$ cat config.mk
export PLATFORM = sky130hd
export DESIGN_NAME = crb_rx_route
export DESIGN_NICKNAME = d
export VERILOG_FILES = /design/src/crb_pkg.sv /design/src/crb_dest_lookup.sv /design/src/crb_flag_bit.sv /design/src/crb_rx_route.sv
export SDC_FILE = /design/constraint.sdc
export NUM_CORES = 1
export LEC_CHECK = 0
export ABC_AREA = 1
export BUFFER_PORTS_ARGS = -buffer_cell sky130_fd_sc_hd__buf_4
export CAP_MARGIN = 20
export CORE_MARGIN = 2
export CORE_UTILIZATION = 56
export CTS_CLUSTER_DIAMETER = 100
export CTS_CLUSTER_SIZE = 20
export DETAILED_ROUTE_END_ITERATION = 10
export GPL_TIMING_DRIVEN = 0
export PLACE_DENSITY = 0.77
export SLEW_MARGIN = 40
export SYNTH_ARGS = -nofsm -noshare
export SYNTH_HDL_FRONTEND = slang
export SYNTH_SLANG_ARGS = --single-unit
$ cat constraint.sdc
create_clock -name sys_clk -period 2.4 [get_ports sys_clk]
set_input_delay 0.24 -clock sys_clk [delete_from_list [all_inputs] [get_ports sys_clk]]
set_output_delay 0.24 -clock sys_clk [all_outputs]
set_load 0.03 [all_outputs]
$ cat src/crb_pkg.sv
// Package of the CAN receive buffer routing and status block.
// Assumes a 16-bit register port with word indices as addresses.
package crb_pkg;
    // ==========================================================
    // Register indices
    localparam logic [3:0] ADDR_DEST0 = 4'h0;
    localparam logic [3:0] ADDR_DEST1 = 4'h1;
    localparam logic [3:0] ADDR_DEST2 = 4'h2;
    localparam logic [3:0] ADDR_DEST3 = 4'h3;
    localparam logic [3:0] ADDR_FULL_LO = 4'h4;
    localparam logic [3:0] ADDR_FULL_HI = 4'h5;
    localparam logic [3:0] ADDR_OVF_LO = 4'h6;
    localparam logic [3:0] ADDR_OVF_HI = 4'h7;
    localparam logic [3:0] ADDR_FIFO_SETUP = 4'h8;
    localparam logic [3:0] ADDR_FIFO_PTRS = 4'h9;
    localparam logic [3:0] ADDR_FLAGS = 4'ha;
    localparam logic [3:0] ADDR_FLAG_EN = 4'hb;
    localparam logic [3:0] ADDR_FILT_EN = 4'hc;
    // ==========================================================
    // Fields and reset values
    localparam logic [3:0] DEST_FIFO = 4'hf;
    localparam int SIZE_LSB = 13;
    localparam logic [2:0] SIZE_RESERVED = 3'h7;
    localparam logic [15:0] FLAG_W_MASK = 16'h00ef;
    localparam logic [15:0] FILT_EN_RESET = 16'hffff;
    localparam int FLAG_TX = 0;
    localparam int FLAG_RX = 1;
    localparam int FLAG_OVF = 2;
    localparam int FLAG_FIFO = 3;
    localparam int FLAG_ERR = 5;
    localparam int FLAG_WAKE = 6;
    localparam int FLAG_INVALID = 7;
    localparam logic [5:0] FIFO_ALMOST_LEFT = 6'h01;

    // Register port bundle
    typedef struct packed {
        logic [3:0] addr;
        logic [15:0] wdata;
        logic wr;
        logic rd;
    } crb_bus_t;

    // Error state bundle from the protocol engine
    typedef struct packed {
        logic tx_bus_off;
        logic tx_error_passive;
        logic rx_error_passive;
        logic tx_error_warning;
        logic rx_error_warning;
    } crb_err_t;

    // Received message hit from acceptance filtering
    typedef struct packed {
        logic valid;
        logic [3:0] filter;
    } crb_hit_t;
endpackage : crb_pkg

$ cat src/crb_dest_lookup.sv
// Destination lookup for one acceptance filter nibble group.
// Assumes destinations are packed four bits per filter.
`timescale 1ns/100ps
module crb_dest_lookup (
    // Configuration
    input wire logic [63:0] dest_all,
    input wire logic [15:0] filt_en,
    // Query
    input wire logic [3:0] filter,
    output logic [3:0] dest,
    output logic enabled
);
    assign dest = dest_all[filter*4 +: 4];
    assign enabled = filt_en[filter];
endmodule : crb_dest_lookup

$ cat src/crb_flag_bit.sv
// One hardware-set, write-zero-to-clear flag bit.
// Assumes set and clear are same-clock pulses.
`timescale 1ns/100ps
module crb_flag_bit (
    // Clock and reset
    input wire logic sys_clk,
    input wire logic resetn,
    // Control
    input wire logic set,
    input wire logic clr,
    output logic flag_q
);
    always_ff @(posedge sys_clk or negedge resetn) begin
        if (!resetn) begin
            flag_q <= 1'b0;
        end else if (set) begin
            flag_q <= 1'b1;
        end else if (clr) begin
            flag_q <= 1'b0;
        end
    end
endmodule : crb_flag_bit

$ cat src/crb_rx_route.sv
// CAN receive buffer routing, buffer status, FIFO pointers and event flags.
// Assumes synchronous single-clock event and hit inputs from the protocol engine.
// Behaviour
// - Destination all-ones routes filter hits to FIFO
// - Destination 0..14 routes to that buffer
// - Storing a message sets buffer full bit
// - Storing into full buffer sets overflow bit
// - Write zero clears flags, one keeps them
// - Size field picks buffer count, 111 reserved
// - Start field gives first FIFO buffer
// - Report FIFO next read pointer, five bits
// - Bit 13 shows transmitter bus off
// - Bit 12 shows transmitter error passive
// - Bit 11 shows receiver error passive
// - Bits 10, 9 show tx, rx warning
// - Bit 8 shows either warning state
// - Error flag raised by error state conditions
// - Separate event flags set on their events
// - Unimplemented bits read as zero
// - Disabled filter never routes messages
// - Enables gate requests, never flag setting
`timescale 1ns/100ps
module crb_rx_route (
    // Clock and reset
    input wire logic sys_clk,
    input wire logic resetn,
    // Register port
    input wire crb_pkg::crb_bus_t bus,
    output logic [15:0] rdata,
    // Receive path
    input wire crb_pkg::crb_hit_t hit,
    output logic store_valid,
    output logic [4:0] store_buffer,
    // Engine events
    input wire crb_pkg::crb_err_t err_state,
    input wire logic tx_done,
    input wire logic invalid_message,
    input wire logic wakeup_activity,
    // Interrupt request level
    output logic irq_request
);
    // ==========================================================
    // Configuration registers
    logic [63:0] dest_q;
    logic [15:0] filt_en_q;
    logic [15:0] fifo_setup_q;
    logic [7:0] flag_en_q;

    wire wr_dest = bus.wr && (bus.addr <= crb_pkg::ADDR_DEST3);
    wire wr_setup = bus.wr && (bus.addr == crb_pkg::ADDR_FIFO_SETUP);
    wire wr_flag_en = bus.wr && (bus.addr == crb_pkg::ADDR_FLAG_EN);
    wire wr_filt_en = bus.wr && (bus.addr == crb_pkg::ADDR_FILT_EN);
    wire wr_full_lo = bus.wr && (bus.addr == crb_pkg::ADDR_FULL_LO);
    wire wr_full_hi = bus.wr && (bus.addr == crb_pkg::ADDR_FULL_HI);
    wire wr_ovf_lo = bus.wr && (bus.addr == crb_pkg::ADDR_OVF_LO);
    wire wr_ovf_hi = bus.wr && (bus.addr == crb_pkg::ADDR_OVF_HI);
    wire wr_flags = bus.wr && (bus.addr == crb_pkg::ADDR_FLAGS);

    always_ff @(posedge sys_clk or negedge resetn) begin
        if (!resetn) begin
            dest_q <= 64'h0;
            filt_en_q <= crb_pkg::FILT_EN_RESET;
            fifo_setup_q <= 16'h0;
            flag_en_q <= 8'h0;
        end else begin
            if (wr_dest) begin
                dest_q[bus.addr[1:0]*16 +: 16] <= bus.wdata;
            end
            if (wr_setup) begin
                fifo_setup_q <= bus.wdata & 16'he01f;
            end
            if (wr_flag_en) begin
                flag_en_q <= bus.wdata[7:0] & crb_pkg::FLAG_W_MASK[7:0];
            end
            if (wr_filt_en) begin
                filt_en_q <= bus.wdata;
            end
        end
    end

    // ==========================================================
    // FIFO geometry
    wire [2:0] ram_buffer_count = fifo_setup_q[crb_pkg::SIZE_LSB +: 3];
    wire [4:0] fifo_start_area = fifo_setup_q[4:0];
    logic [5:0] buf_total;

    always_comb begin
        case (ram_buffer_count)
            3'h0: buf_total = 6'h04;
            3'h1: buf_total = 6'h06;
            3'h2: buf_total = 6'h08;
            3'h3: buf_total = 6'h0c;
            3'h4: buf_total = 6'h10;
            3'h5: buf_total = 6'h18;
            3'h6: buf_total = 6'h20;
            default: buf_total = 6'h20;
        endcase
    end

    wire [4:0] fifo_last = 5'(buf_total - 6'h01);

    // ==========================================================
    // Routing
    logic [3:0] hit_dest;
    logic hit_enabled;

    crb_dest_lookup u_lookup (
        .dest_all(dest_q),
        .filt_en(filt_en_q),
        .filter(hit.filter),
        .dest(hit_dest),
        .enabled(hit_enabled)
    );

    logic [4:0] fifo_current_pointer_q;
    logic [4:0] fifo_next_read_pointer_q;
    logic [31:0] full_q;
    logic [31:0] ovf_q;

    wire accept = hit.valid && hit_enabled;
    wire to_fifo = (hit_dest == crb_pkg::DEST_FIFO);
    wire [4:0] target = to_fifo ? fifo_current_pointer_q : {1'b0, hit_dest};
    wire target_full = full_q[target];
    wire do_store = accept && !target_full;
    wire do_ovf = accept && target_full;

    // ==========================================================
    // Buffer full and overflow bits
    wire [31:0] full_wr = {{16{wr_full_hi}}, {16{wr_full_lo}}};
    wire [31:0] ovf_wr = {{16{wr_ovf_hi}}, {16{wr_ovf_lo}}};
    wire [31:0] wdata2 = {bus.wdata, bus.wdata};
    wire [31:0] full_set = do_store ? (32'h1 << target) : 32'h0;
    wire [31:0] ovf_set = do_ovf ? (32'h1 << target) : 32'h0;
    wire [31:0] full_clr = full_wr & ~wdata2;
    wire [31:0] ovf_clr = ovf_wr & ~wdata2;

    genvar gi;
    generate
        for (gi = 0; gi < 32; gi++) begin : g_buf
            crb_flag_bit u_full (
                .sys_clk(sys_clk),
                .resetn(resetn),
                .set(full_set[gi]),
                .clr(full_clr[gi]),
                .flag_q(full_q[gi])
            );
            crb_flag_bit u_ovf (
                .sys_clk(sys_clk),
                .resetn(resetn),
                .set(ovf_set[gi]),
                .clr(ovf_clr[gi]),
                .flag_q(ovf_q[gi])
            );
        end
    endgenerate

    // ==========================================================
    // FIFO pointers
    wire setup_change = wr_setup;
    wire fifo_store = do_store && to_fifo;
    // A clear that loses to a same-cycle store leaves the buffer full: no advance
    wire read_done = full_clr[fifo_next_read_pointer_q]
        && full_q[fifo_next_read_pointer_q]
        && !full_set[fifo_next_read_pointer_q];
    wire [5:0] fifo_len = 6'(buf_total - {1'b0, fifo_start_area});
    logic [5:0] fifo_used_q;

    // Pointer steps wrap from the last buffer back to the start area
    wire [4:0] write_step = (fifo_current_pointer_q >= fifo_last) ? fifo_start_area
        : 5'(fifo_current_pointer_q + 5'h01);
    wire [4:0] read_step = (fifo_next_read_pointer_q >= fifo_last) ? fifo_start_area
        : 5'(fifo_next_read_pointer_q + 5'h01);
    wire [4:0] fifo_current_pointer_d = setup_change ? bus.wdata[4:0]
        : (fifo_store ? write_step : fifo_current_pointer_q);
    wire [4:0] fifo_next_read_pointer_d = setup_change ? bus.wdata[4:0]
        : (read_done ? read_step : fifo_next_read_pointer_q);
    wire fifo_inc = fifo_store && !read_done;
    wire fifo_dec = read_done && !fifo_store && (fifo_used_q != 6'h00);
    wire [5:0] fifo_used_d = setup_change ? 6'h00
        : (fifo_inc ? 6'(fifo_used_q + 6'h01)
        : (fifo_dec ? 6'(fifo_used_q - 6'h01) : fifo_used_q));

    always_ff @(posedge sys_clk or negedge resetn) begin
        if (!resetn) begin
            fifo_current_pointer_q <= 5'h0;
            fifo_next_read_pointer_q <= 5'h0;
            fifo_used_q <= 6'h0;
        end else begin
            fifo_current_pointer_q <= fifo_current_pointer_d;
            fifo_next_read_pointer_q <= fifo_next_read_pointer_d;
            fifo_used_q <= fifo_used_d;
        end
    end

    wire fifo_almost = fifo_store
        && (6'(fifo_used_q + 6'h01) >= 6'(fifo_len - crb_pkg::FIFO_ALMOST_LEFT));

    // ==========================================================
    // Error state and event flags
    crb_pkg::crb_err_t err_s1_q;
    crb_pkg::crb_err_t err_q;

    always_ff @(posedge sys_clk or negedge resetn) begin
        if (!resetn) begin
            err_s1_q <= '0;
            err_q <= '0;
        end else begin
            err_s1_q <= err_state;
            err_q <= err_s1_q;
        end
    end

    wire any_error_warning = err_q.tx_error_warning | err_q.rx_error_warning;
    wire [5:0] err_bits = {err_q.tx_bus_off, err_q.tx_error_passive,
        err_q.rx_error_passive, err_q.tx_error_warning,
        err_q.rx_error_warning, any_error_warning};
    crb_pkg::crb_err_t err_prev_q;

    always_ff @(posedge sys_clk or negedge resetn) begin
        if (!resetn) begin
            err_prev_q <= '0;
        end else begin
            err_prev_q <= err_q;
        end
    end

    wire err_event = |(err_q & ~err_prev_q);
    logic [7:0] flags_q;
    wire [7:0] flag_set = {invalid_message, wakeup_activity, err_event, 1'b0,
        fifo_almost, do_ovf, do_store, tx_done};
    wire [7:0] flag_clr = {8{wr_flags}} & ~bus.wdata[7:0];

    generate
        for (gi = 0; gi < 8; gi++) begin : g_flag
            if (crb_pkg::FLAG_W_MASK[gi]) begin : g_impl
                crb_flag_bit u_flag (
                    .sys_clk(sys_clk),
                    .resetn(resetn),
                    .set(flag_set[gi]),
                    .clr(flag_clr[gi]),
                    .flag_q(flags_q[gi])
                );
            end else begin : g_none
                assign flags_q[gi] = 1'b0;
            end
        end
    endgenerate

    assign irq_request = |(flags_q & flag_en_q);

    // ==========================================================
    // Outputs and read port
    logic [15:0] rdata_d;

    always_comb begin
        case (bus.addr)
            crb_pkg::ADDR_DEST0: rdata_d = dest_q[15:0];
            crb_pkg::ADDR_DEST1: rdata_d = dest_q[31:16];
            crb_pkg::ADDR_DEST2: rdata_d = dest_q[47:32];
            crb_pkg::ADDR_DEST3: rdata_d = dest_q[63:48];
            crb_pkg::ADDR_FULL_LO: rdata_d = full_q[15:0];
            crb_pkg::ADDR_FULL_HI: rdata_d = full_q[31:16];
            crb_pkg::ADDR_OVF_LO: rdata_d = ovf_q[15:0];
            crb_pkg::ADDR_OVF_HI: rdata_d = ovf_q[31:16];
            crb_pkg::ADDR_FIFO_SETUP: rdata_d = fifo_setup_q;
            crb_pkg::ADDR_FIFO_PTRS: rdata_d = {3'h0, fifo_current_pointer_q,
                3'h0, fifo_next_read_pointer_q};
            crb_pkg::ADDR_FLAGS: rdata_d = {2'h0, err_bits, flags_q};
            crb_pkg::ADDR_FLAG_EN: rdata_d = {8'h0, flag_en_q};
            crb_pkg::ADDR_FILT_EN: rdata_d = filt_en_q;
            default: rdata_d = 16'h0;
        endcase
    end

    always_ff @(posedge sys_clk or negedge resetn) begin
        if (!resetn) begin
            rdata <= 16'h0;
            store_valid <= 1'b0;
            store_buffer <= 5'h0;
        end else begin
            rdata <= bus.rd ? rdata_d : 16'h0;
            store_valid <= do_store;
            store_buffer <= target;
        end
    end
endmodule : crb_rx_route

After elaboration in Yosys (flattened, before gate mapping)
Index checks and enable logic that the tools add are counted.

storage, ports and cells
  register bits after elaboration = 219
  input port bits = 37
  output and inout port bits = 23
  logic and storage cells = 412

operators by class
  add/subtract/negate cells = 8
  order comparisons = 7
  eq/ne operators = 18
  shifts and indexed selects = 4
  muxes and demuxes = 168
  bitwise operators = 9
  reductions and logical operators = 102

operators by type and width
  cell                                                                      number
  16-bit one-hot mux with 13 select lines                                   1
  1-bit 2-to-1 mux                                                          147
  2-bit nonzero test                                                        73
  32-bit bitwise AND                                                        2
  64-bit bitwise mux                                                        1
  32-bit 2-to-1 mux                                                         2
  16-bit by 34-bit variable shift with 64-bit output, first input constant  1
  16-bit by 34-bit indexed part select with 64-bit output                   1
  64-bit by 7-bit indexed part select with 4-bit output                     1
  6-bit one-hot mux with 6 select lines                                     1
  5-bit 2-to-1 mux                                                          7
  6-bit negation with 34-bit output                                         1
  32-bit NOT                                                                1
  1-bit by 5-bit << shifter with 32-bit output, first input constant        1
  4-bit == test, second input constant                                      6
  1-bit binary-select mux with 5-bit select                                 4
  1-bit logical AND                                                         19
  6-bit 2-to-1 mux                                                          3
  8-bit bitwise AND                                                         2
  4-bit by 3-bit == test with 1-bit output, second input constant           4
  16-bit 2-to-1 mux                                                         1
  5-bit by 6-bit < comparator with 1-bit output, second input constant      2
  6-bit by 1-bit subtractor with 6-bit output, second input constant        2
  5-bit by 1-bit adder with 5-bit output, second input constant             2
  other kinds (24)                                                          31

Depth between registers and ports, before layout
  depth after elaboration = 17
  depth in mapped cells = 26

Modules after synthesis
A second synthesis with hierarchy kept.

unflattened totals
  cells, all modules = 2007
  area total of the unflattened synthesis = 13829.5 um^2

modules (own cells, without submodules)
  module           times used  cells an instance  area each (um^2)  sequential area each (um^2)
  crb_rx_route     1           1409               9937.0            3723.6
  crb_flag_bit     71          5                  40.0              25.0
  crb_dest_lookup  1           243                1049.8            0.0

Least setup slack after synthesis
OpenSTA, ideal clock, no wires.

  path type = input-to-reg
  from = input port bus[18] in the netlist's numbering
  to = register fifo_used_q[0]
  setup time = 118 ps
  data arrival time = 2801 ps
  required time = 2282 ps
  slack = -519 ps
  stages = 21
  path through = clkbuf_1 inv_1 ha_1 nand3_1 nor2_1 clkinv_1 clkbuf_1 nor2_1 nor2_1 o211ai_1 nand3_1 nand3_1 nand2_1 nand2_1 inv_1 nand4_2 nand2_1 inv_2 nand2_1 nand3_1 nand2_1

between the ends
  cells in the longest elaborated chain, start to end = 11
  elaborated cells between the ends (all ways) = 18

RTL lines
  element                                                             RTL line                                text
  start, declared                                                     crb_rx_route.sv:28                      input wire crb_pkg::crb_bus_t bus,
  4-bit by 3-bit == test with 1-bit output, on equally long branches  crb_rx_route.sv:53, crb_rx_route.sv:54
  1-bit logical AND, on equally long branches                         crb_rx_route.sv:53, crb_rx_route.sv:54
  32-bit bitwise AND                                                  crb_rx_route.sv:134                     wire [31:0] full_clr = full_wr & ~wdata2;
  1-bit binary-select mux with 5-bit select                           crb_rx_route.sv:162                     wire read_done = full_clr[fifo_next_read_pointer_q]
  1-bit 2-to-1 mux (implied by the code)                              crb_rx_route.sv:162
  1-bit logical AND                                                   crb_rx_route.sv:163                     && full_q[fifo_next_read_pointer_q]
  1-bit logical AND                                                   crb_rx_route.sv:164                     && !full_set[fifo_next_read_pointer_q];
  1-bit zero test                                                     crb_rx_route.sv:177                     wire fifo_inc = fifo_store && !read_done;
  1-bit logical AND                                                   crb_rx_route.sv:177
  6-bit 2-to-1 mux                                                    crb_rx_route.sv:180                     : (fifo_inc ? 6'(fifo_used_q + 6'h01)
  6-bit 2-to-1 mux                                                    crb_rx_route.sv:179                     wire [5:0] fifo_used_d = setup_change ? 6'h00
  end signal, assigned                                                crb_rx_route.sv:191                     fifo_used_q <= fifo_used_d;
  end, declared                                                       crb_rx_route.sv:166                     logic [5:0] fifo_used_q;

Several ways; a longest one is shown, not always the timed one. The select of a mux whose other input is x is not followed.
A chain may end at the register's enable or synchronous reset.

Worst setup path after layout
  from = register dest_q[30]
  to = register g_buf[11].u_full.flag_q

between the ends
  cells in the longest elaborated chain, start to end = 9
  elaborated cells between the ends (all ways) = 11

RTL lines
  element                                                        RTL line               text
  start, declared                                                crb_rx_route.sv:44     logic [63:0] dest_q;
  start signal, assigned by index                                crb_rx_route.sv:67     dest_q[bus.addr[1:0]*16 +: 16] <= bus.wdata;
  64-bit by 7-bit indexed part select with 4-bit output (*)      crb_dest_lookup.sv:13  assign dest = dest_all[filter*4 +: 4];
  4-bit == test (*)                                              crb_rx_route.sv:121    wire to_fifo = (hit_dest == crb_pkg::DEST_FIFO);
  5-bit 2-to-1 mux (*)                                           crb_rx_route.sv:122    wire [4:0] target = to_fifo ? fifo_current_pointer_q : {1'b0, hit_dest};
  named net target[0]                                            crb_rx_route.sv:122
  1-bit binary-select mux with 5-bit select                      crb_rx_route.sv:123    wire target_full = full_q[target];
  1-bit 2-to-1 mux (implied by the code)                         crb_rx_route.sv:123
  1-bit zero test                                                crb_rx_route.sv:124    wire do_store = accept && !target_full;
  1-bit logical AND                                              crb_rx_route.sv:124
  32-bit 2-to-1 mux (*)                                          crb_rx_route.sv:132    wire [31:0] full_set = do_store ? (32'h1 << target) : 32'h0;
  1-bit 2-to-1 mux / 2-bit nonzero test (equally long branches)  --
  end signal, assigned                                           crb_flag_bit.sv:15     flag_q <= 1'b0;
  end signal, assigned                                           crb_flag_bit.sv:17     flag_q <= 1'b1;
  end signal, assigned                                           crb_flag_bit.sv:19     flag_q <= 1'b0;
  end, declared                                                  crb_flag_bit.sv:11     output logic flag_q

Mark *: on every way through the listed nets, which the timed path passes. The rest lies on a longest branch. The select of a mux whose other input is x is not followed.

==> results.md <==
* Synth warnings at 0
* Hold Violations, Final at 0
* Net Count, Synth at 1,758
* Share of layout cells above drive strength 1 at 20.4%
* RSZ-0062 raised after global routing: true
* Net Sw Frac at between 40% and 50%
* Post-Synth Adder-Cell Area at approximately 3.2%
* Clock Power Share at 17.9%
* Worst Hold Margin at 0.00764 ns
* Largest area contributor in the netlist: dfrtp_1
* Most instantiated cells after synthesis: nand2_1, dfrtp_1, inv_1
* Clk_lat worst skew at ~0.5 ns
* Violated checks: setup timing
* Post-synth top flop: dfrtp_1
* DRT iter0 DRCs at 2,004
* Internal power at 0.00802 W
* Reg2reg path depth at 23
* Die Span Y at 155 um
* Residual DRC at 0
* WL per Instance at 24.8 um
* Critical path class: register to register
* Setup crit start kind: register
* Peak supply drop at a little under 0.6 mV
* Synth unique cells at 53
* Power Dens Cells at 897 nW/um^2
* Total GRT Usage at 43.3%
* DR vias at 13,841
* Post-synthesis mux area share at less than 1%
* Max Clock Skew at 0.0206 ns
* Root Driver: clkbuf_16
* Post-synthesis compound-gate area fraction at 19.1%
* Die Wd at 155 um
* CTS tree: built
* Post-synth EDFFs at 0
* Max Buffers Root-to-Sink at 3
* Slew Limit Fails at 0
* Buffers on Ports at between 40 and 50
* Drt first pass iters at 6
* Grt met1 use at between 50% and 60%
* Post-layout min period at 2.98 ns
* Most frequent cell after synthesis: nand2_1
* Sequential fraction of the synthesis area at 43.3%
* Final cell count without fillers at 2,138
* Pleak at 7.58 nW
* Worst EP required at 2.80 ns
* Num Clock Sinks at 219
* First-pass GRT wire length at 77.6 mm
* Hold WC Path Type: input pin to register
* Status: finished with violations
* Total gr overflow at 0
* Worst setup margin at -0.583 ns
* Total power at 0.0140 W
* Crit. End Element: register
* Fmax at 335 MHz
* Top Usage Layer GRT: met2
* Worst-Margin Slew at between 0.9 and 1 ns
* #FFs+latches synth at 219
* Detail Placement HPWL at between 30 and 40 mm
* Arrival @ worst endpoint at 3.38 ns
* Number of global-route vias before repair at 12,899
* FF+latch area at 5500 um^2
* Core Region at around 22,000 um^2
* Sw power at around 0.006 W
* Number of buffers created by CTS at 14
* Row count at 55
* Via density at 6.47
* DP Worst Slack at -1.18 ns
* Post-synthesis xor/xnor area fraction at between 1 and 1.5%
* Fraction of registers with async set/reset at 100%
* Largest net degree at the start of global routing at 65
* Final instance area at 15,600 um^2
* Cell Area, Synth at 12,700 um^2
* Met2 Resource Use GR at 66.4%
* Starting Density at 56.6%
* Max-Cap Viols at 0
* Hold Crit Depth at 3
* Initial antenna violation count at 0
* Area fraction of the dominant cell type after synthesis at 40.0%
* GR met3 Demand/Resource at 7.87%
* Routed WL at 53.0 mm
* Total die area at 23,900 um^2
* Dpl cell area at between 10,000 and 15,000 um^2
* Synthesized area per cell at 7.52 um^2
* ANT nets after route at 0
* Nets at 1,916
* Top area cells in the synthesized netlist: dfrtp_1, nand2_1, o21ai_0
* H-tree Lvls at 1
* GPL Wtd Cong at about 1.1
* Io pins at 60
* Combinational family with the most area after synthesis: simple AND/OR/NAND/NOR gates
* Final Cycle Share at 124%
* Peak fanout along the critical path at 7
* Simple-Gate Fraction of Synth Area at 23.4%
* Fill count at roughly 1,900
* Footprint of the multi-input gates at 6620 um^2
* Clock-pin slew on the worst setup and hold paths at around 0.10 ns
* Endpoints failing setup at 80
* Slew headroom at 36.2%
* Area growth syn-to-layout at 23.0%
* Flop pwr share at approximately 38%
* Comb power frac at around 45%
* Post-Syn Instances at roughly 1,700
* DP Cell Count at 2,025
==> routing by layer <==
metal | up-vias | wire [um] | part of all wire (%)
li1 | 5954 | - | -
met2 | 1074 | 23000 | 43
met4 | 0 | 4170 | 7.9
met3 | 261 | 6440 | 12
met5 | - | 0 | 0
met1 | 6552 | 19400 | 37
==> worst max-delay path, cell delays in order (launching register included) <==
cell	delay (ns)
dfrtp_1	0.33
inv_1	0.08
nand2_1	0.10
nand3_2	0.13
nand3_1	0.12
nand3_2	0.11
nand2_4	0.12
nand2_4	0.09
nor2_8	0.25
nand2_4	0.11
nand2_8	0.11
buf_8	0.13
nand2_2	0.05
nand2_1	0.08
nand2_1	0.07
nand3_2	0.08
nand3_2	0.11
nand3_4	0.12
nand2_8	0.08
buf_12	0.13
nand2_8	0.07
inv_8	0.06
buf_6	0.12
a22o_1	0.20
==> kinds of logic after synthesis <==
logic type | Yosys count
DFF | 219
AOI/OAI and AO/OA | 415
adders and majority gates | 32
and+or+nand+nor | 697
xor gates and xnor gates | 16
muxes | 2
buffers and inverters | 308
==> power groups by stage <==
stage | combinational, W | clock (W) | sequential (W)
after floorplan | 0.00333 | 0 | 0.00507
final | 0.00624 | 0.00251 | 0.00526
after global placement | 0.00482 | 0 | 0.00523
after CTS | 0.00551 | 0.00249 | 0.00522
after global routing | 0.00669 | 0.00261 | 0.00530
after detailed placement | 0.00494 | 0 | 0.00525
==> what timing repair did <==
action / 4_1_cts / 5_1_grt
gates resized for setup: 161 / 77
cloned: 7 / 1
pin swaps: 33 / 41
hold buffers: 9 / 0
endpoints found under the hold margin: 59 / 0
endpoints found under the setup margin: 102 / 87
buffers inserted: 44 / 30
==> path summary, 6_finish.rpt <==
kind,start,end,slack [ns]
max reg2reg,dest_q[30]$_DFFE_PN0P_,g_buf[11].u_full.flag_q$_DFFE_PN0P_,-0.58
min reg2reg,err_s1_q[1]$_DFF_PN0_,err_bits[2]$_DFF_PN0_,0.35
min in group asynchronous,resetn,fifo_used_q[4]$_DFFE_PN0P_,0.25
min,bus[3],g_buf[17].u_full.flag_q$_DFFE_PN0P_,0.008
max in group asynchronous,resetn,rdata[14]$_DFF_PN0_,1.15
max,dest_q[30]$_DFFE_PN0P_,g_buf[11].u_full.flag_q$_DFFE_PN0P_,-0.58
==> placed cells by master, fill, tap and decap left out, drive strengths merged, types with 33 or more instances in the layout <==
cell type / Yosys / routed
nand2: 380 / 380
o21ai: 231 / 231
inv: 208 / 208
dfrtp: 203 / 203
buf: 28 / 166
nand3: 161 / 161
nor2: 133 / 133
clkbuf: 67 / 83
a21oi: 68 / 68
o22ai: 33 / 33
==> through the flow <==
stage	util, %	setup TNS, ns
after floorplan	-	-2.55
after global routing	69.6	-46.06
after CTS	67.4	-26.95
after detailed placement	60.9	-108.12
after global placement	60.5	-214.72
final	69.6	-40.22
==> area by class of cell <==
cell class	count	share of cell area, %
buffer	94	3.79
inverter	213	5.38
antenna	1	0.0160
multi-input combinational	1162	42.4
tap	285	2.28
clock buffer	21	2.55
timing repair buffer	143	8.34
sequential	219	35.2
==> flip-flops by register name, summed over array words and instances (netlist names) <==
name and flops:
filt_en_q 16, err_bits 5, g_buf.u_full.flag_q 32, dest_q 64, rdata 16, store_buffer 5, err_s1_q 5, fifo_current_pointer_q 5
err_prev_q 5, store_valid 1, g_buf.u_ovf.flag_q 32, flag_en_q 7, fifo_used_q 6, fifo_next_read_pointer_q 5, fifo_setup_q 8, g_flag.g_impl.u_flag.flag_q 7
Power figures use the tool's default switching activity.
